[src/hw/rpm_pkg.sv]
package rpm_pkg;
    localparam logic [7:0] power_control_addr = 8'h87;
    localparam logic [7:0] flash_memory_control_addr = 8'hee;
    localparam logic [7:0] peripheral_power_down_addr = 8'hf1;
    localparam logic [7:0] system_reset_trigger_addr = 8'hf7;
    localparam logic [7:0] watchdog_control_addr = 8'hff;
    // power_control field positions
    localparam int pc_idle_bit = 0;
    localparam int pc_stop_bit = 1;
    // system_reset_trigger: bit 0 must be written 1 to fire a software reset
    localparam int srt_fire_bit = 0;
    // watchdog_control: bit 7 arms, bits 6:0 reload value, writing 8'ha5 kicks
    localparam int wd_arm_bit = 7;
    localparam logic [7:0] wd_kick_value = 8'ha5;
    // flash_memory_control: bit 0 selects the delay line
    localparam int fmc_delay_bit = 0;
    // hw_config_word_a fields
    localparam int cfga_wd_en_bit = 3;
    localparam int cfga_lock_lo = 4;
    localparam int cfga_lock_all = 5;
    localparam int cfga_part_lsb = 0;
    // hw_config_word_b fields
    localparam int cfgb_bor_en_bit = 1;
    localparam logic [7:0] power_control_rst = 8'h00;
    localparam logic [7:0] peripheral_power_down_rst = 8'h00;
    localparam logic [7:0] watchdog_control_rst = 8'h00;
    localparam logic [7:0] flash_memory_control_rst = 8'h00;
    // reset stretch counts
    localparam int long_reset_log2 = 17;
    localparam int short_reset_log2 = 15;
    localparam int wd_prescale_log2 = 10;
    localparam logic [15:0] flash_lock_low_top = 16'h0fff;
    localparam logic [15:0] sram_alt_base = 16'h8400;
    localparam logic [15:0] sram_size = 16'h0400;
    typedef struct packed {
        logic [7:0] addr;
        logic [7:0] wdata;
        logic wr;
        logic rd;
    } rpm_sfr_req_s;
    typedef enum logic [1:0] {
        rpm_run,
        rpm_idle,
        rpm_stop
    } rpm_mode_e;
endpackage

[src/hw/rpm_reset_power.sv]
`timescale 1ns/1ps
module rpm_reset_power #(
    parameter int long_log2 = rpm_pkg::long_reset_log2,
    parameter int short_log2 = rpm_pkg::short_reset_log2,
    parameter int pin_width = 32,
    parameter int wd_pre_log2 = rpm_pkg::wd_prescale_log2
) (
    input wire logic clock,
    input wire logic rst,
    input wire logic reset_pin,
    input wire logic supply_low,
    input wire logic analog_supply_good,
    input wire logic programming_mode,
    input wire logic [7:0] hw_config_word_a,
    input wire logic [7:0] hw_config_word_b,
    input wire rpm_pkg::rpm_sfr_req_s sfr_req,
    output logic [7:0] sfr_rdata,
    input wire logic irq_pending,
    input wire logic [pin_width-1:0] pin_out_core,
    output logic [pin_width-1:0] pin_out,
    output logic internal_reset,
    output logic osc_enable,
    output logic cpu_clk_en,
    output logic timer01_clk_en,
    output logic serial_clk_en,
    output logic periph_clk_en,
    output logic [7:0] periph_power_down,
    output logic bor_calibrated,
    output logic flash_delay_line,
    input wire logic [15:0] flash_wr_addr,
    input wire logic flash_wr_req,
    output logic flash_wr_allow,
    input wire logic [15:0] fetch_addr,
    output logic fetch_from_sram,
    output logic fetch_from_flash,
    output logic fetch_external,
    input wire logic sram_relocate,
    input wire logic [15:0] data_addr,
    output logic data_to_sram,
    input wire logic [2:0] clk_div_sel,
    output logic sys_clk_en,
    output logic conv_clk_en
);
    initial begin
        if (long_log2 < short_log2 || pin_width < 1) begin
            $error("rpm_reset_power: bad parameters");
        end
    end
    // pin inputs pass two flops; the first stage is read only by the second
    logic [2:0] sync1_r, sync2_r;
    logic pin_prev_r;
    always_ff @(posedge clock) begin
        if (rst) begin
            sync1_r <= 3'h0;
            sync2_r <= 3'h0;
            pin_prev_r <= 1'b0;
        end else begin
            sync1_r <= {analog_supply_good, supply_low, reset_pin};
            sync2_r <= sync1_r;
            pin_prev_r <= sync2_r[0];
        end
    end
    wire pin_hi = sync2_r[0];
    wire pin_fall = pin_prev_r & ~pin_hi;
    wire low_s = sync2_r[1];
    wire agood_s = sync2_r[2];
    wire bor_en = hw_config_word_b[rpm_pkg::cfgb_bor_en_bit];
    wire wd_en = hw_config_word_a[rpm_pkg::cfga_wd_en_bit];
    // register file
    logic [7:0] power_control_r, pdn_r, wdc_r, fmc_r;
    rpm_pkg::rpm_mode_e mode_r;
    logic low_prev_r;
    wire wr_pc = sfr_req.wr && sfr_req.addr == rpm_pkg::power_control_addr;
    wire wr_pd = sfr_req.wr && sfr_req.addr == rpm_pkg::peripheral_power_down_addr;
    wire wr_srt = sfr_req.wr && sfr_req.addr == rpm_pkg::system_reset_trigger_addr;
    wire wr_wd = sfr_req.wr && sfr_req.addr == rpm_pkg::watchdog_control_addr;
    wire wr_fm = sfr_req.wr && sfr_req.addr == rpm_pkg::flash_memory_control_addr;
    wire sw_fire = wr_srt && sfr_req.wdata[rpm_pkg::srt_fire_bit];
    wire wd_kick = wr_wd && sfr_req.wdata == rpm_pkg::wd_kick_value;
    // watchdog: prescaler plus 7-bit down count from reload, armed in wdc
    logic [wd_pre_log2-1:0] wd_pre_r;
    logic [6:0] wd_cnt_r;
    wire wd_armed = wd_en && wdc_r[rpm_pkg::wd_arm_bit];
    wire wd_tick = &wd_pre_r;
    wire wd_fire = wd_armed && wd_tick && wd_cnt_r == 7'h00 && !wd_kick;
    // brownout: freeze while low, reset on rising back above
    wire bor_low = bor_en && low_s;
    wire bor_rise = bor_en && low_prev_r && !low_s;
    wire in_stop = mode_r == rpm_pkg::rpm_stop;
    // stop may only be left by pin or power-on reset
    wire long_start = pin_fall || (!in_stop && (sw_fire || wd_fire));
    wire short_start = !in_stop && bor_rise;
    logic long_busy, short_busy;
    rpm_stretch #(.count_log2(long_log2)) u_long (
        .clock(clock),
        .rst(rst),
        .start(long_start),
        .hold(pin_hi),
        .busy(long_busy)
    );
    rpm_stretch #(.count_log2(short_log2)) u_short (
        .clock(clock),
        .rst(rst),
        .start(short_start),
        .hold(!agood_s),
        .busy(short_busy)
    );
    wire in_reset = long_busy || short_busy || long_start || short_start;
    logic [pin_width-1:0] pin_hold_r;
    logic cal_r;
    always_ff @(posedge clock) begin
        if (rst || in_reset) begin
            power_control_r <= rpm_pkg::power_control_rst;
            pdn_r <= rpm_pkg::peripheral_power_down_rst;
            wdc_r <= rpm_pkg::watchdog_control_rst;
            fmc_r <= rpm_pkg::flash_memory_control_rst;
            mode_r <= rpm_pkg::rpm_run;
        end else if (!in_stop && !bor_low) begin
            if (wr_pc) begin
                power_control_r <= sfr_req.wdata;
            end
            if (wr_pd) begin
                pdn_r <= sfr_req.wdata;
            end
            if (wr_wd && !wd_kick) begin
                wdc_r <= sfr_req.wdata;
            end
            if (wr_fm) begin
                fmc_r <= sfr_req.wdata;
            end
            unique case (mode_r)
                rpm_pkg::rpm_run: begin
                    if (wr_pc && sfr_req.wdata[rpm_pkg::pc_stop_bit]) begin
                        mode_r <= rpm_pkg::rpm_stop;
                    end else if (wr_pc && sfr_req.wdata[rpm_pkg::pc_idle_bit]) begin
                        mode_r <= rpm_pkg::rpm_idle;
                    end
                end
                rpm_pkg::rpm_idle: begin
                    if (irq_pending) begin
                        mode_r <= rpm_pkg::rpm_run;
                        power_control_r[rpm_pkg::pc_idle_bit] <= 1'b0;
                    end
                end
                rpm_pkg::rpm_stop: begin
                    mode_r <= rpm_pkg::rpm_stop;
                end
                default: mode_r <= rpm_pkg::rpm_run;
            endcase
        end
    end
    always_ff @(posedge clock) begin
        if (rst) begin
            low_prev_r <= 1'b0;
            wd_pre_r <= '0;
            wd_cnt_r <= 7'h7f;
            cal_r <= 1'b0;
            pin_hold_r <= '1;
        end else begin
            low_prev_r <= bor_en && low_s;
            // calibration only valid once a reset cycle has ended
            cal_r <= in_reset ? 1'b0 : 1'b1;
            if (!in_stop) begin
                pin_hold_r <= in_reset ? '1 : pin_out_core;
            end
            if (in_reset || wd_kick || !wd_armed) begin
                wd_pre_r <= '0;
                wd_cnt_r <= wdc_r[6:0];
            end else if (!in_stop && !bor_low) begin
                wd_pre_r <= wd_pre_r + 1'b1;
                if (wd_tick && wd_cnt_r != 7'h00) begin
                    wd_cnt_r <= wd_cnt_r - 7'h01;
                end
            end
        end
    end
    // clock divider shared by system and converter clock enables
    logic [6:0] div_cnt_r;
    logic div_pulse_r;
    wire [6:0] div_top = 7'((7'h01 << clk_div_sel) - 7'h01);
    always_ff @(posedge clock) begin
        if (rst || in_reset) begin
            div_cnt_r <= 7'h00;
            div_pulse_r <= 1'b0;
        end else begin
            div_pulse_r <= div_cnt_r == div_top;
            div_cnt_r <= (div_cnt_r >= div_top) ? 7'h00 : div_cnt_r + 7'h01;
        end
    end
    wire run_ok = !in_reset && !in_stop && !bor_low;
    assign sys_clk_en = run_ok && div_pulse_r;
    assign conv_clk_en = sys_clk_en;
    assign cpu_clk_en = sys_clk_en && mode_r != rpm_pkg::rpm_idle;
    assign timer01_clk_en = cpu_clk_en;
    assign serial_clk_en = cpu_clk_en;
    assign periph_clk_en = sys_clk_en;
    assign periph_power_down = pdn_r;
    assign osc_enable = !pin_hi && !in_stop;
    assign internal_reset = in_reset;
    assign pin_out = (in_reset || pin_hi) ? '1 : pin_hold_r;
    assign bor_calibrated = cal_r;
    assign flash_delay_line = fmc_r[rpm_pkg::fmc_delay_bit];
    // flash partition: 3-bit select picks program top from a table, 16K to 32K, or none for selects 0 and 1
    wire [2:0] part_sel = hw_config_word_a[rpm_pkg::cfga_part_lsb +: 3];
    wire [15:0] prog_top = part_sel == 3'h7 ? 16'h8000 :
                           part_sel == 3'h6 ? 16'h7c00 :
                           part_sel == 3'h5 ? 16'h7800 :
                           part_sel == 3'h4 ? 16'h7000 :
                           part_sel == 3'h3 ? 16'h6000 :
                           part_sel == 3'h2 ? 16'h4000 : 16'h0000;
    wire lock_lo = !hw_config_word_a[rpm_pkg::cfga_lock_lo];
    wire lock_all = !hw_config_word_a[rpm_pkg::cfga_lock_all];
    wire in_prog = flash_wr_addr < prog_top;
    assign flash_wr_allow = flash_wr_req && (programming_mode || !(in_prog &&
        (lock_all || (lock_lo && flash_wr_addr <= rpm_pkg::flash_lock_low_top))));
    wire fetch_sram = sram_relocate && fetch_addr >= rpm_pkg::sram_alt_base &&
        fetch_addr < 16'(rpm_pkg::sram_alt_base + rpm_pkg::sram_size);
    assign fetch_from_sram = fetch_sram;
    assign fetch_from_flash = !fetch_sram && fetch_addr < prog_top;
    assign fetch_external = !fetch_sram && fetch_addr >= prog_top;
    wire [15:0] sram_base = sram_relocate ? rpm_pkg::sram_alt_base : 16'h0000;
    assign data_to_sram = data_addr >= sram_base &&
        data_addr < 16'(sram_base + rpm_pkg::sram_size);
    // undefined addresses read zero; software should not rely on it
    logic [7:0] rdata_r;
    always_ff @(posedge clock) begin
        if (rst) begin
            rdata_r <= 8'h00;
        end else if (sfr_req.rd) begin
            unique case (sfr_req.addr)
                rpm_pkg::power_control_addr: rdata_r <= power_control_r;
                rpm_pkg::peripheral_power_down_addr: rdata_r <= pdn_r;
                rpm_pkg::watchdog_control_addr: rdata_r <= {wdc_r[7], wd_cnt_r};
                rpm_pkg::flash_memory_control_addr: rdata_r <= fmc_r;
                default: rdata_r <= 8'h00;
            endcase
        end
    end
    assign sfr_rdata = rdata_r;

    pin_reset_a: assert property (@(posedge clock) disable iff (rst)
        in_reset |-> pin_out == '1) else $error("pins not high in reset");
    stretch_hold_a: assert property (@(posedge clock) disable iff (rst)
        $rose(long_start) |=> internal_reset [*8]) else $error("reset short");
    stop_clk_a: assert property (@(posedge clock) disable iff (rst)
        in_stop |-> !sys_clk_en && !osc_enable) else $error("clock in stop");
    idle_cpu_a: assert property (@(posedge clock) disable iff (rst)
        mode_r == rpm_pkg::rpm_idle |-> !cpu_clk_en) else $error("cpu runs idle");
    idle_wake_a: assert property (@(posedge clock) disable iff (rst)
        mode_r == rpm_pkg::rpm_idle && irq_pending && !in_reset && !bor_low
        |=> mode_r != rpm_pkg::rpm_idle) else $error("idle not left");
    stop_wake_a: assert property (@(posedge clock) disable iff (rst)
        in_stop && !pin_fall && !long_busy && !short_busy |=> in_stop || internal_reset)
        else $error("stop left wrongly");
    stop_pins_a: assert property (@(posedge clock) disable iff (rst)
        in_stop && $past(in_stop) && !in_reset && !pin_hi |-> $stable(pin_out))
        else $error("pins moved in stop");
    conv_div_a: assert property (@(posedge clock) disable iff (rst)
        conv_clk_en == sys_clk_en) else $error("converter clock undivided");
    sw_reset_a: assert property (@(posedge clock) disable iff (rst)
        sw_fire && !in_stop |-> internal_reset ##1 internal_reset)
        else $error("software reset missed");
    cal_wait_a: assert property (@(posedge clock) disable iff (rst)
        in_reset |=> !bor_calibrated) else $error("calibrated early");
    bor_freeze_a: assert property (@(posedge clock) disable iff (rst)
        bor_low && !in_reset |=> $stable(pdn_r) && $stable(mode_r))
        else $error("state moved in brownout");
    bor_hold_a: assert property (@(posedge clock) disable iff (rst)
        short_start |=> internal_reset [*8])
        else $error("brownout reset short");
    wd_reset_a: assert property (@(posedge clock) disable iff (rst)
        wd_fire && !in_stop |-> internal_reset ##1 internal_reset)
        else $error("watchdog reset missed");
    cov_idle_c: cover property (@(posedge clock) mode_r == rpm_pkg::rpm_idle ##1
        mode_r == rpm_pkg::rpm_run);
    cov_stop_c: cover property (@(posedge clock) $rose(in_stop));
    cov_pin_c: cover property (@(posedge clock) pin_fall);
    cov_bor_c: cover property (@(posedge clock) short_start);
endmodule

[src/hw/rpm_stretch.sv]
`timescale 1ns/1ps
module rpm_stretch #(
    parameter int count_log2 = 17
) (
    input wire logic clock,
    input wire logic rst,
    input wire logic start,
    input wire logic hold,
    output logic busy
);
    initial begin
        if (count_log2 < 2 || count_log2 > 24) begin
            $error("rpm_stretch: count_log2 out of range");
        end
    end
    logic [count_log2-1:0] cnt_r;
    logic busy_r;
    // hold keeps the count at its start value while the source stays asserted
    always_ff @(posedge clock) begin
        if (rst) begin
            busy_r <= 1'b1;
            cnt_r <= '0;
        end else if (start || hold) begin
            busy_r <= 1'b1;
            cnt_r <= '0;
        end else if (busy_r) begin
            cnt_r <= cnt_r + 1'b1;
            if (&cnt_r) begin
                busy_r <= 1'b0;
            end
        end
    end
    assign busy = busy_r;
endmodule

[config.mk]
export PLATFORM = sky130hd
export DESIGN_NAME = rpm_reset_power
export DESIGN_NICKNAME = d
export VERILOG_FILES = /design/src/hw/rpm_pkg.sv /design/src/hw/rpm_reset_power.sv /design/src/hw/rpm_stretch.sv
export SDC_FILE = /design/constraint.sdc
export NUM_CORES = 1
export LEC_CHECK = 0
export ABC_AREA = 1
export BUFFER_PORTS_ARGS = -buffer_cell sky130_fd_sc_hd__clkbuf_2
export CAP_MARGIN = 15
export CORE_MARGIN = 2
export CORE_UTILIZATION = 50
export DETAILED_ROUTE_END_ITERATION = 10
export PLACE_DENSITY = 0.76
export SYNTH_ARGS = -nofsm -noshare
export SYNTH_HDL_FRONTEND = slang
export SYNTH_SLANG_ARGS = --single-unit
[constraint.sdc]
create_clock -name clock -period 2.5 [get_ports clock]
set_input_delay 0.25 -clock clock [delete_from_list [all_inputs] [get_ports clock]]
set_output_delay 0.25 -clock clock [all_outputs]
set_load 0.03 [all_outputs]
# Yosys cells after proc, flatten, opt, wreduce, memory -nomap -nowiden
# Index checks and enable logic that the tools add are counted.
word_totals:
  register_bits: 142
  in_bits: 126
  output_inout_bits: 63
  wordCells: 160
op_classes:
  add_sub_neg: 7
  magnitude_cmp: 9
  eq_ne: 18
  shifts: 1
  n_mux: 25
  n_bitwise: 2
  n_reduce_logical: 77
ops:
  columns: ["op", "count"]
  rows:
  - ["$mux W15", 5]
  - ["$mux W32", 2]
  - ["$eq A8 B8 Y1 const B", 6]
  - ["$lt A16 B16 Y1", 3]
  - ["$logic_and A1 B1 Y1", 34]
  - ["$ge A16 B16 Y1", 2]
  - ["$mux W16", 2]
  - ["$pmux W8 S4", 1]
  - ["$mux W7", 3]
  - ["$add A17 B1 Y17 const B", 1]
  - ["$reduce_and A17 Y1", 1]
  - ["$add A16 B11 Y16 const B", 1]
  - ["$ge A16 B16 Y1 const B", 1]
  - ["$le A16 B12 Y1 const B", 1]
  - ["$lt A16 B16 Y1 const B", 1]
  - ["$add A15 B1 Y15 const B", 1]
  - ["$reduce_and A15 Y1", 1]
  - ["$sub A7 B1 Y7 const B", 2]
  - ["$logic_or A1 B1 Y1", 13]
  - ["$eq A3 B3 Y1 const B", 4]
  - ["$logic_not A1 Y1", 12]
  - ["$add A10 B1 Y10 const B", 1]
  - ["$reduce_and A10 Y1", 1]
  - ["$reduce_and A2 Y1", 5]
  - ["21 further kinds", 35]

# Longest topological paths before layout
# Gate-level depths: netlist of the first run.
logic_depth:
  depth_word: 15
  mapped_depth: 13
  mapped_depth_nobuf: 13

# Cells and area by module
# Synthesis of the first run repeated with hierarchy kept, for this count alone.
unflattened:
  hier_cells: 1029
  hier_area_um2: 7402.1
modules_own_cells:
  columns: ["module", "instances", "cells_per_inst", "area_each_um2", "seq_area_each_um2"]
  rows:
  - ["rpm_reset_power", 1, 782, 5679.2, 2162.1]
  - ["rpm_stretch (u_long)", 1, 126, 895.9, 360.3]
  - ["rpm_stretch (u_short)", 1, 121, 827.0, 320.3]

# Least setup slack after synthesis of the first run
# OpenSTA, ideal clock, no wires.
synth_path:
  path_kind: "register -> output"
  from: "register wd_pre_r[0]"
  to: "output port serial_clk_en"
  arrival_ns: 2.754
  t_required_ns: 2.250
  setup_slack_ns: -0.504
  stages_incl_launch_ff: 13
  n_path_buf: 2
  path_cell_list: "dfxtp_1 -> ha_1 -> nand2_1 -> nor2_1 -> nand3_1 -> nor2_1 -> nand2_1 -> nand2_2 -> nand2_1 -> nand3_4 -> buf_6 -> nor4_1 -> buf_4"
synth_between:
  elab_chain_cells: 14
synth_lines:
  columns: ["item", "line_no", "rtl"]
  rows:
  - ["from (decl)", "rpm_reset_power.sv:81", "logic [wd_pre_log2-1:0] wd_pre_r;"]
  - ["from (signal assigned)", "rpm_reset_power.sv:170", "wd_pre_r <= wd_pre_r + 1'b1;"]
  - ["$reduce_and A10 Y1", "rpm_reset_power.sv:84", "wire wd_tick = &wd_pre_r;"]
  - ["$logic_and A1 B1 Y1 (3 in series)", "rpm_reset_power.sv:85", "wire wd_fire = wd_armed && wd_tick && wd_cnt_r == 7'h00 && !wd_kick;"]
  - ["$logic_or A1 B1 Y1", "rpm_reset_power.sv:91", "wire long_start = pin_fall || (!in_stop && (sw_fire || wd_fire));"]
  - ["$logic_and A1 B1 Y1", "rpm_reset_power.sv:91", null]
  - ["$logic_or A1 B1 Y1", "rpm_reset_power.sv:91", null]
  - ["$logic_or A1 B1 Y1 (2 in series)", "rpm_reset_power.sv:108", "wire in_reset = long_busy || short_busy || long_start || short_start;"]
  - ["via internal_reset", "rpm_reset_power.sv:21", "output logic internal_reset,"]
  - ["$logic_not A1 Y1", "rpm_reset_power.sv:190", "wire run_ok = !in_reset && !in_stop && !bor_low;"]
  - ["$logic_and A1 B1 Y1 (2 in series)", "rpm_reset_power.sv:190", null]
  - ["$logic_and A1 B1 Y1", "rpm_reset_power.sv:191", "assign sys_clk_en = run_ok && div_pulse_r;"]
  - ["$logic_and A1 B1 Y1", "rpm_reset_power.sv:193", "assign cpu_clk_en = sys_clk_en && mode_r != rpm_pkg::rpm_idle;"]
  - ["to (decl)", "rpm_reset_power.sv:25", "output logic serial_clk_en,"]
# The timed path passes the listed nets, and every way through them passes these cells.

# Final worst setup path of the first run
layout_path:
  from: "register wd_pre_r[0]"
  to: "output port pin_out[24]"
layout_between:
  elab_chain_cells: 11
layout_lines:
  columns: ["item", "line_no", "rtl"]
  rows:
  - ["$reduce_and A10 Y1", "rpm_reset_power.sv:84", null]
  - ["$logic_and A1 B1 Y1 (3 in series)", "rpm_reset_power.sv:85", null]
  - ["$logic_or A1 B1 Y1", "rpm_reset_power.sv:91", null]
  - ["$logic_and A1 B1 Y1", "rpm_reset_power.sv:91", null]
  - ["$logic_or A1 B1 Y1", "rpm_reset_power.sv:91", null]
  - ["$logic_or A1 B1 Y1 (2 in series)", "rpm_reset_power.sv:108", null]
  - ["$logic_or A1 B1 Y1", "rpm_reset_power.sv:200", "assign pin_out = (in_reset || pin_hi) ? '1 : pin_hold_r;"]
  - ["$mux W32", "rpm_reset_power.sv:200", null]
  - ["to (decl)", "rpm_reset_power.sv:20", "output logic [pin_width-1:0] pin_out,"]
# Every way passes these cells.

==> results of run 1 <==
-- routing by layer --
metal  part of all wire  wire length, um  global-route usage  up-vias
met1               0.44             8280               0.290     3256
met3              0.049              924              0.0507       37
met4              0.021              394              0.0661        0
met2               0.49             9140               0.361      216
li1                   -                -                   -     3586
met5                  0                0                   0        -
-- Yosys cell counts, types with 2 or more instances --
| library cell | count | area (um^2) |
|---|---|---|
| buf_4 | 7 | 52.6 |
| buf_6 | 7 | 78.8 |
| xor2_1 | 21 | 184 |
| nor2_4 | 3 | 33.8 |
| a21oi_2 | 22 | 193 |
| o21ai_1 | 13 | 65.1 |
| clkbuf_1 | 15 | 56.3 |
| o211ai_1 | 32 | 240 |
| nand2_2 | 3 | 18.8 |
| buf_2 | 5 | 25.0 |
| nand2_4 | 2 | 22.5 |
| nor3b_1 | 5 | 37.5 |
| and3_1 | 3 | 18.8 |
| nor3_2 | 7 | 70.1 |
| ha_1 | 29 | 363 |
| clkinv_1 | 4 | 15.0 |
| nand3_1 | 57 | 285 |
| o2111ai_1 | 4 | 35.0 |
| a21oi_1 | 46 | 230 |
| nand2_1 | 189 | 709 |
| nor4_1 | 11 | 68.8 |
| nor3_1 | 20 | 100 |
| xnor2_1 | 10 | 87.6 |
| a31oi_1 | 3 | 18.8 |
| nand4_1 | 20 | 125 |
| o21bai_1 | 2 | 15.0 |
| inv_1 | 118 | 443 |
| nand3_4 | 3 | 52.6 |
| o21ai_0 | 52 | 260 |
| dfxtp_1 | 142 | 2840 |
| nor2_1 | 93 | 349 |
| nor2_2 | 3 | 18.8 |
| or2_2 | 6 | 37.5 |
-- logic make-up (layout without fill, tap and decap cells) --
family | after synthesis | in the layout | share of synthesized area
fa+ha+maj | 29 | 29 | 0.0499
flops | 142 | 142 | 0.391
xor+xnor | 31 | 31 | 0.0374
simple gates | 430 | 430 | 0.277
compound gates | 178 | 178 | 0.151
buf+inv | 158 | 356 | 0.0933
-- repair_timing --
action / CTS / global route
resized for setup: 62 / 117
gates cloned: 1 / 2
hold buffers: 0 / 0
buffers inserted: 3 / 11
setup endpoints to repair: 38 / 38
pin swaps: 2 / 12
-- power by group --
| part | leakage [nW] | switching (W) | internal (W) |
|---|---|---|---|
| combinational | 3.21 | 0.000182 | 0.000131 |
| sequential | 1.15 | 0.0000137 | 0.00228 |
| clock | 0.317 | 0.000942 | 0.00178 |
-- final cells by class --
class                           instances  area [um^2]
Timing Repair Buffer                  201         1460
Multi-Input combinational cell        668         4040
Tap cell                              184          230
Inverter                              123          464
Sequential cell                       142         2850
Fill cell                            1126         4680
Clock inverter                          9          156
Clock buffer                           23          488
-- metrics by stage --
step,util,power [W],setup slack (ps)
final,0.674,0.00533,36.1
after global placement,0.576,0.00263,333
after global routing,0.674,0.00551,-88.7
after floorplan,-,0.00249,145
after CTS,0.641,0.00535,0.0704
after detailed placement,0.576,0.00264,314
-- worst paths after layout --
check	depth (start not counted)	startpoint	slack, ps	end
max	14	wd_pre_r[0]$_SDFFE_PP0P_	40	pin_out[24]
min	3	analog_supply_good	30	sync1_r[2]$_SDFF_PP0_
max reg2reg	13	wd_pre_r[0]$_SDFFE_PP0P_	330	wdc_r[3]$_SDFFE_PP0P_
min reg2reg	2	sync1_r[2]$_SDFF_PP0_	410	sync2_r[2]$_SDFF_PP0_
-- registers in the layout, summed over array words and instances, names as in the netlist, 7 cells and up --
signal             flops
wd_cnt_r               7
wd_pre_r              10
sfr_rdata              8
u_long.cnt_r          17
power_control_r        8
u_short.cnt_r         15
pin_hold_r            32
wdc_r                  8
periph_power_down      8
fmc_r                  8
div_cnt_r              7
-- tightest hold or removal path, delay by kind of cell --
family / cells / cell delay (ps)
buffers and inverters: 2 / 120
AND/OR/NAND/NOR: 1 / 30
==> flow_summary.yaml, run 1 <==
run_status:
  outcome: "finished clean"
synthesis:
  synth-seq-area-share: 0.391
  ys_ff_latch: 142
  syn_nets: 1123
  syn_avg_cell_area_um2: 7.51
  synth_cells: 968
  syn-cell-area_um2: 7270
  ys.flop_type: "dfxtp_1"
  synth_edf_count: 0
  yosysWarnings: 0
  async_flop_share: 0
  synth.distinct_cells: 44
critical_path:
  critical-path-max-stage-delay_ps: 360
  critPathCaptureType: "output pin"
  arrival_ps: 2210
  start_kind: "flip-flop"
  crit_path_cell_trace: "ha_4 -> nand2_1 -> nor2_1 -> nand3_1 -> nor2_1 -> nand2_1 -> nand2_2 -> nand2_2 -> nand3_4 -> nor2_4 -> buf_6 -> clkbuf_16 -> nand2_4 -> buf_8"
  crit_fanout: 8
  path_class: "flip-flop to output pin"
  path_buf_inv: 3
  cp.required_ps: 2250
  slowest_stage: "dfxtp_2"
  cp_top_family: "simple AND/OR/NAND/NOR gates"
detailed_routing:
  drt_first_iter_violations: 421
  drt-total-wl_mm: 18.7
  dr.pass1.iters: 5
  wl_per_cell_um: 13.9
  via_per_inst: 5.26
  drc_errors: 0
  num_vias: 7095
  ant_nets: 0
timing:
  setup-violations-final: 0
  period_minus_slack_ps: 2460
  tightest_slew_ps: 931
  maxSlewViolCount: 0
  grt_setup_unrepaired: "yes"
  period_share: 0.986
  fin_tns_setup_ps: 0
  hold_violations: 0
  hold_ws_ps: 28.6
  worst_clock_skew_ps: 7.66
  slew-limit-headroom: 0.377
  fmax_mhz: 406
clock_tree:
  cts.sink_count: 142
  numCtsBuffers: 17
  clk_latency_ps: 420
  htree_levels: 4
  clk_pin_slew_ps: 60
  cts_buffer_depth: 2
  cts_root_buf: "clkbuf_16"
  cts_tree: "done"
floorplanning:
  num_rows: 44
  die_h_um: 125
  start_util: 0.506
  die_x_um: 125
  design.core.area_um2: 14400
  pin_count: 189
  die_area_um2: 15500
power_and_ir_drop:
  p_per_area_nw_per_um2: 550
  ir_drop_mv: 0.459
  power_leakage_nw: 4.68
place:
  hpwl_mm: 12.2
  placed_area_um2: 8270
  gp_congestion: 0.858
  dp_cells: 1301
  portBuffers: 169
final_layout:
  num_antenna_cells: 0
  syn2layout_area_growth_pct: 33.4
  final_cell_mix: "nand2_1 (156), dfxtp_1 (138), clkbuf_2 (136)"
  final_common_cell: "nand2_1"
  final_layout_size_suffix_gt1_frac: 0.284
  nets: 1308
  fin_area_um2: 9690
  final-instance-count-excl-fill: 1350
global_routing:
  overflow: 0
  globalRouteTotalUtil: 0.220
  antenna_found_initial: 0
  grt_pass1_vias: 6280
  grt_pass1_wl_mm: 28.6
  grt_max_degree: 44
min_path:
  hp-class: "primary input to flip-flop"
run:
  drv_cap: 0
(Power assumes the default switching activity.)
==> run 2: changes to the inputs <==
Settings changed: MAX_ROUTING_LAYER set to met4.
==> run 2 against run 1 <==
  * Setup slack got worse by 3.1 ps
  * Worst hold slack got worse by 1.8 ps
  * Cell count unchanged
  * Highest routed layer unchanged
  * Count of clock-buffer cells in the layout unchanged
  * Sequential share of layout area unchanged
  * Critical endpoint unchanged
  * Power is essentially flat
  * Sequential cell count is the same
  * Utilization unchanged
  * Global-route usage is 0.63 points higher
  * Critical path depth did not move
==> flow_summary.yaml, run 2 (synthesized netlist as in run 1, its figures left out) <==
final_layout:
  largest_reg_flops: 32
  final_cell_mix: "nand2_1 (156), dfxtp_1 (138), clkbuf_2 (136)"
  syn2layout_area_growth_pct: 33.4
  num_antenna_cells: 0
  nets: 1308
  regMostFlops: "pin_hold_r"
  final_layout_size_suffix_gt1_frac: 0.284
  fin_util: 0.674
  top_regs: "pin_hold_r x32, u_long.cnt_r x17, u_short.cnt_r x15"
  nFillCells: 1126
  final_common_cell: "nand2_1"
  final-instance-count-excl-fill: 1350
clock_tree:
  ctsHoldBuffers: 0
  cts_tree: "done"
  clk_latency_ps: 420
  cts_root_buf: "clkbuf_16"
  cts.sink_count: 142
  cts_buffer_depth: 2
  htree_levels: 4
  clk_pin_slew_ps: 60
  numCtsBuffers: 17
floorplanning:
  die_x_um: 125
  pin_count: 189
  die_h_um: 125
  start_util: 0.506
  design.core.area_um2: 14400
  die_area_um2: 15500
  num_rows: 44
place:
  dp_cells: 1301
  gp_congestion: 0.872
  portBuffers: 169
  hpwl_mm: 12.2
power_and_ir_drop:
  finalPower_w: 0.00532
  ir_drop_mv: 0.453
  power_leakage_nw: 4.68
  p_per_area_nw_per_um2: 549
critical_path:
  start_kind: "flip-flop"
  critPathCaptureType: "output pin"
  path_buf_inv: 3
  slowest_stage: "dfxtp_2"
  path_class: "flip-flop to output pin"
  arrival_ps: 2220
  cp_top_family: "simple AND/OR/NAND/NOR gates"
  cp.required_ps: 2250
  crit_path_cell_trace: "ha_4 -> nand2_1 -> nor2_1 -> nand3_1 -> nor2_1 -> nand2_1 -> nand2_2 -> nand2_2 -> nand3_4 -> nor2_4 -> buf_6 -> clkbuf_16 -> nand2_4 -> buf_8"
  crit_fanout: 8
  critical-path-max-stage-delay_ps: 360
timing:
  period_share: 0.987
  hold_violations: 0
  fin_tns_setup_ps: 0
  slew-limit-headroom: 0.351
  hold_ws_ps: 26.8
  maxSlewViolCount: 0
  worst_clock_skew_ps: 10.9
  tightest_slew_ps: 971
  period_minus_slack_ps: 2470
  grt_setup_unrepaired: "yes"
  fmax_mhz: 405
  setup-violations-final: 0
run_status:
  outcome: "finished clean"
global_routing:
  grt_max_degree: 44
  grt_pass1_wl_mm: 28.6
  grt_pass1_vias: 6279
  globalRouteTotalUtil: 0.227
  overflow: 0
  antenna_found_initial: 0
detailed_routing:
  via_per_inst: 5.24
  num_vias: 7068
  dr.pass1.iters: 5
  drt_first_iter_violations: 429
  drc_errors: 0
  wl_per_cell_um: 13.8
  ant_nets: 0
  drt-total-wl_mm: 18.7
run:
  drv_cap: 0
min_path:
  hp-class: "primary input to flip-flop"
[run 2: cell type report]
| class | instances | area [um^2] | share of cell area |
|---|---|---|---|
| clock buffer | 23 | 488 | 0.0504 |
| sequential | 142 | 2850 | 0.294 |
| multi-input combinational | 668 | 4040 | 0.417 |
| inverter | 123 | 464 | 0.0479 |
| timing repair buffer | 201 | 1460 | 0.151 |
| tap | 184 | 230 | 0.0238 |
| clock inverter | 9 | 156 | 0.0161 |
[run 2: worst min-delay path, cell delays in order]
cell and delay, ps:
clkbuf_2 80, inv_1 40, nor2_1 30
[run 2: path summary, 6_finish.rpt]
| check | startpoint | end | slack, ps | depth (start not counted) |
|---|---|---|---|---|
| setup / recovery | wd_pre_r[0]$_SDFFE_PP0P_ | pin_out[24] | 30 | 14 |
| hold / removal | analog_supply_good | sync1_r[2]$_SDFF_PP0_ | 30 | 3 |
| setup reg to reg | wd_pre_r[0]$_SDFFE_PP0P_ | wdc_r[3]$_SDFFE_PP0P_ | 310 | 13 |
| hold reg to reg | sync1_r[2]$_SDFF_PP0_ | sync2_r[2]$_SDFF_PP0_ | 410 | 2 |
[run 2: per-layer routing]
metal / vias up / GRT usage / wire [um]
li1: 3586 / - / -
met1: 3253 / 0.290 / 8270
met2: 198 / 0.361 / 9120
met3: 31 / 0.0498 / 942
met4: 0 / 0.0661 / 340
met5: - / - / 0
[run 2: timing repair]
item,CTS,global route
pin swaps,2,12
setup endpoints to repair,38,38
buffers inserted,3,11
gates resized for setup,62,117
gates cloned,1,2
[run 2: where the power goes]
part           total, W  switching (W)  internal, W
logic          0.000313       0.000181     0.000131
clock network   0.00272       0.000939      0.00178
registers       0.00229      0.0000137      0.00228
total           0.00532        0.00113      0.00419
[run 2: through the flow]
stage                     instance area (um^2)  worst slack (ps)
after CTS                                 9210            0.0704
after floorplan                           7290               145
final                                     9690              33.0
after global routing                      9690             -92.7
after global placement                    8270               333
after detailed placement                  8270               314
==> run 3: changes to the inputs <==
Settings changed: CAP_MARGIN 15 to not set, CORE_ASPECT_RATIO set to 2, GPL_TIMING_DRIVEN set to 0.
==> run 3 against run 2 <==
  * Sequential power about the same
  * Power decreased by 4.7%
  * Die area increased by 0.38%
==> flow_summary.yaml, run 3 (synthesized netlist as in run 1, its figures left out) <==
critical_path:
  cp.required_ps: 2250
  start_kind: "flip-flop"
  crit_fanout: 5
  arrival_ps: 2210
  path_class: "flip-flop to output pin"
  critPathCaptureType: "output pin"
timing:
  setup-violations-final: 0
  worst_clock_skew_ps: 7.89
  setup_ws_ps: 39.5
  grt_setup_unrepaired: "yes"
  hold_violations: 0
  slew-limit-headroom: 0.476
  tightest_slew_ps: 779
  period_minus_slack_ps: 2460
  period_share: 0.984
  maxSlewViolCount: 0
  fmax_mhz: 406
detailed_routing:
  ant_nets: 0
  dr.pass1.iters: 5
  via_per_inst: 5.20
  drc_errors: 0
  drt-total-wl_mm: 19.6
  drt_first_iter_violations: 253
  wl_per_cell_um: 14.2
  num_vias: 7188
global_routing:
  grt_pass1_wl_mm: 31.5
  antenna_found_initial: 0
  grt_pass1_vias: 7239
  overflow: 0
  grt_max_degree: 17
  globalRouteTotalUtil: 0.263
run_status:
  outcome: "finished clean"
place:
  hpwl_mm: 14.9
  gp_congestion: 0.936
  placed_area_um2: 8370
  portBuffers: 168
  place_ws_ps: -41.0
floorplanning:
  start_util: 0.509
  design.core.area_um2: 14300
  num_rows: 62
  die_x_um: 89.2
  die_h_um: 174
  die_area_um2: 15600
  pin_count: 189
final_layout:
  syn2layout_area_growth_pct: 28.6
  nets: 1331
  top_regs: "pin_hold_r x32, u_long.cnt_r x17, u_short.cnt_r x15"
  final_layout_size_suffix_gt1_frac: 0.269
  num_antenna_cells: 0
  largest_reg_flops: 32
  fin_area_um2: 9350
  final_common_cell: "nand2_1"
  final_cell_mix: "nand2_1 (182), dfxtp_1 (137), clkbuf_2 (136)"
  fin_util: 0.655
  regMostFlops: "pin_hold_r"
clock_tree:
  numCtsBuffers: 17
  clk_pin_slew_ps: 60
  htree_levels: 4
  ctsHoldBuffers: 0
  cts_tree: "done"
  cts_root_buf: "clkbuf_16"
  cts.sink_count: 142
  cts_buffer_depth: 2
  clk_latency_ps: 420
power_and_ir_drop:
  ir_drop_mv: 0.420
  power_leakage_nw: 4.07
  p_per_area_nw_per_um2: 543
run:
  drv_cap: 0
min_path:
  hp-class: "primary input to flip-flop"
## run 3: changes by cell type in the layout (fill, tap and decap cells not counted), moves of 3 or more
cell        before  now
nand2_2          5    9
clkbuf_8         4    1
nand2_4         33    3
buf_4           26   31
inv_2            3    6
clkinvlp_4       0    3
buf_6            8   18
nand2_1        156  182
clkbuf_1         2   16
buf_8           25    3
clkbuf_4         0    7
buf_2            1   12
## run 3: path summary, 6_finish.rpt
kind,slack (ps),end,from,cells past startpoint
min,30,sync1_r[0]$_SDFF_PP0_,reset_pin,3
min reg2reg,410,sync2_r[0]$_SDFF_PP0_,sync1_r[0]$_SDFF_PP0_,2
max reg2reg,180,wd_cnt_r[1]$_SDFFE_PP1P_,wd_pre_r[0]$_SDFFE_PP0P_,15
max,40,pin_out[22],wd_cnt_r[0]$_SDFFE_PP1P_,15
## run 3: power by group
part	total [W]	switching (W)	internal [W]
logic	0.000316	0.000187	0.000129
clock network	0.00247	0.000970	0.00150
registers	0.00229	0.0000136	0.00228
## run 3: final cells by class
cell class                 instances  area (um^2)
multi-input combinational        668         3850
tap                              192          240
clock buffer                      19          443
timing repair buffer             189         1130
clock inverter                    13          141
buffer                            35          224
fill                            1280         4930
inverter                         123          462
sequential                       142         2850
## run 3: per-stage QoR
step	std cells	total power, W	setup TNS [ps]	hold WS, ps
final	1381	0.00507	0	33.1
after global routing	1381	0.00525	-408	31.4
after CTS	1378	0.00511	-116	20.6
after detailed placement	1328	0.00265	-136	396
after global placement	1328	0.00264	0	395
after floorplan	968	0.00249	0	357
## run 3: per-layer routing
metal	global-route usage	part of all wire	vias to the layer above
li1	-	-	3619
met1	0.239	0.34	3257
met2	0.496	0.56	242
met3	0.0461	0.054	70
met4	0.129	0.045	0
met5	-	0	-
## run 3: repair_timing
| action | in CTS | in global routing |
|---|---|---|
| buffers inserted | 18 | 2 |
| pin swaps | 5 | 5 |
| gates resized for setup | 20 | 100 |
| gates cloned | 0 | 1 |
| endpoints found under the setup margin | 39 | 43 |
## run 3: critical path, cell delays in order, from the launching register on
cell,delay (ps)
dfxtp_2,340
inv_2,80
ha_4,130
inv_2,30
nor2_2,120
nand4_1,90
nor2_1,110
nand2_1,70
nand2_2,100
nand2_4,70
nand3_4,100
nor2_4,70
buf_12,140
buf_6,120
nand2_1,90
buf_6,140
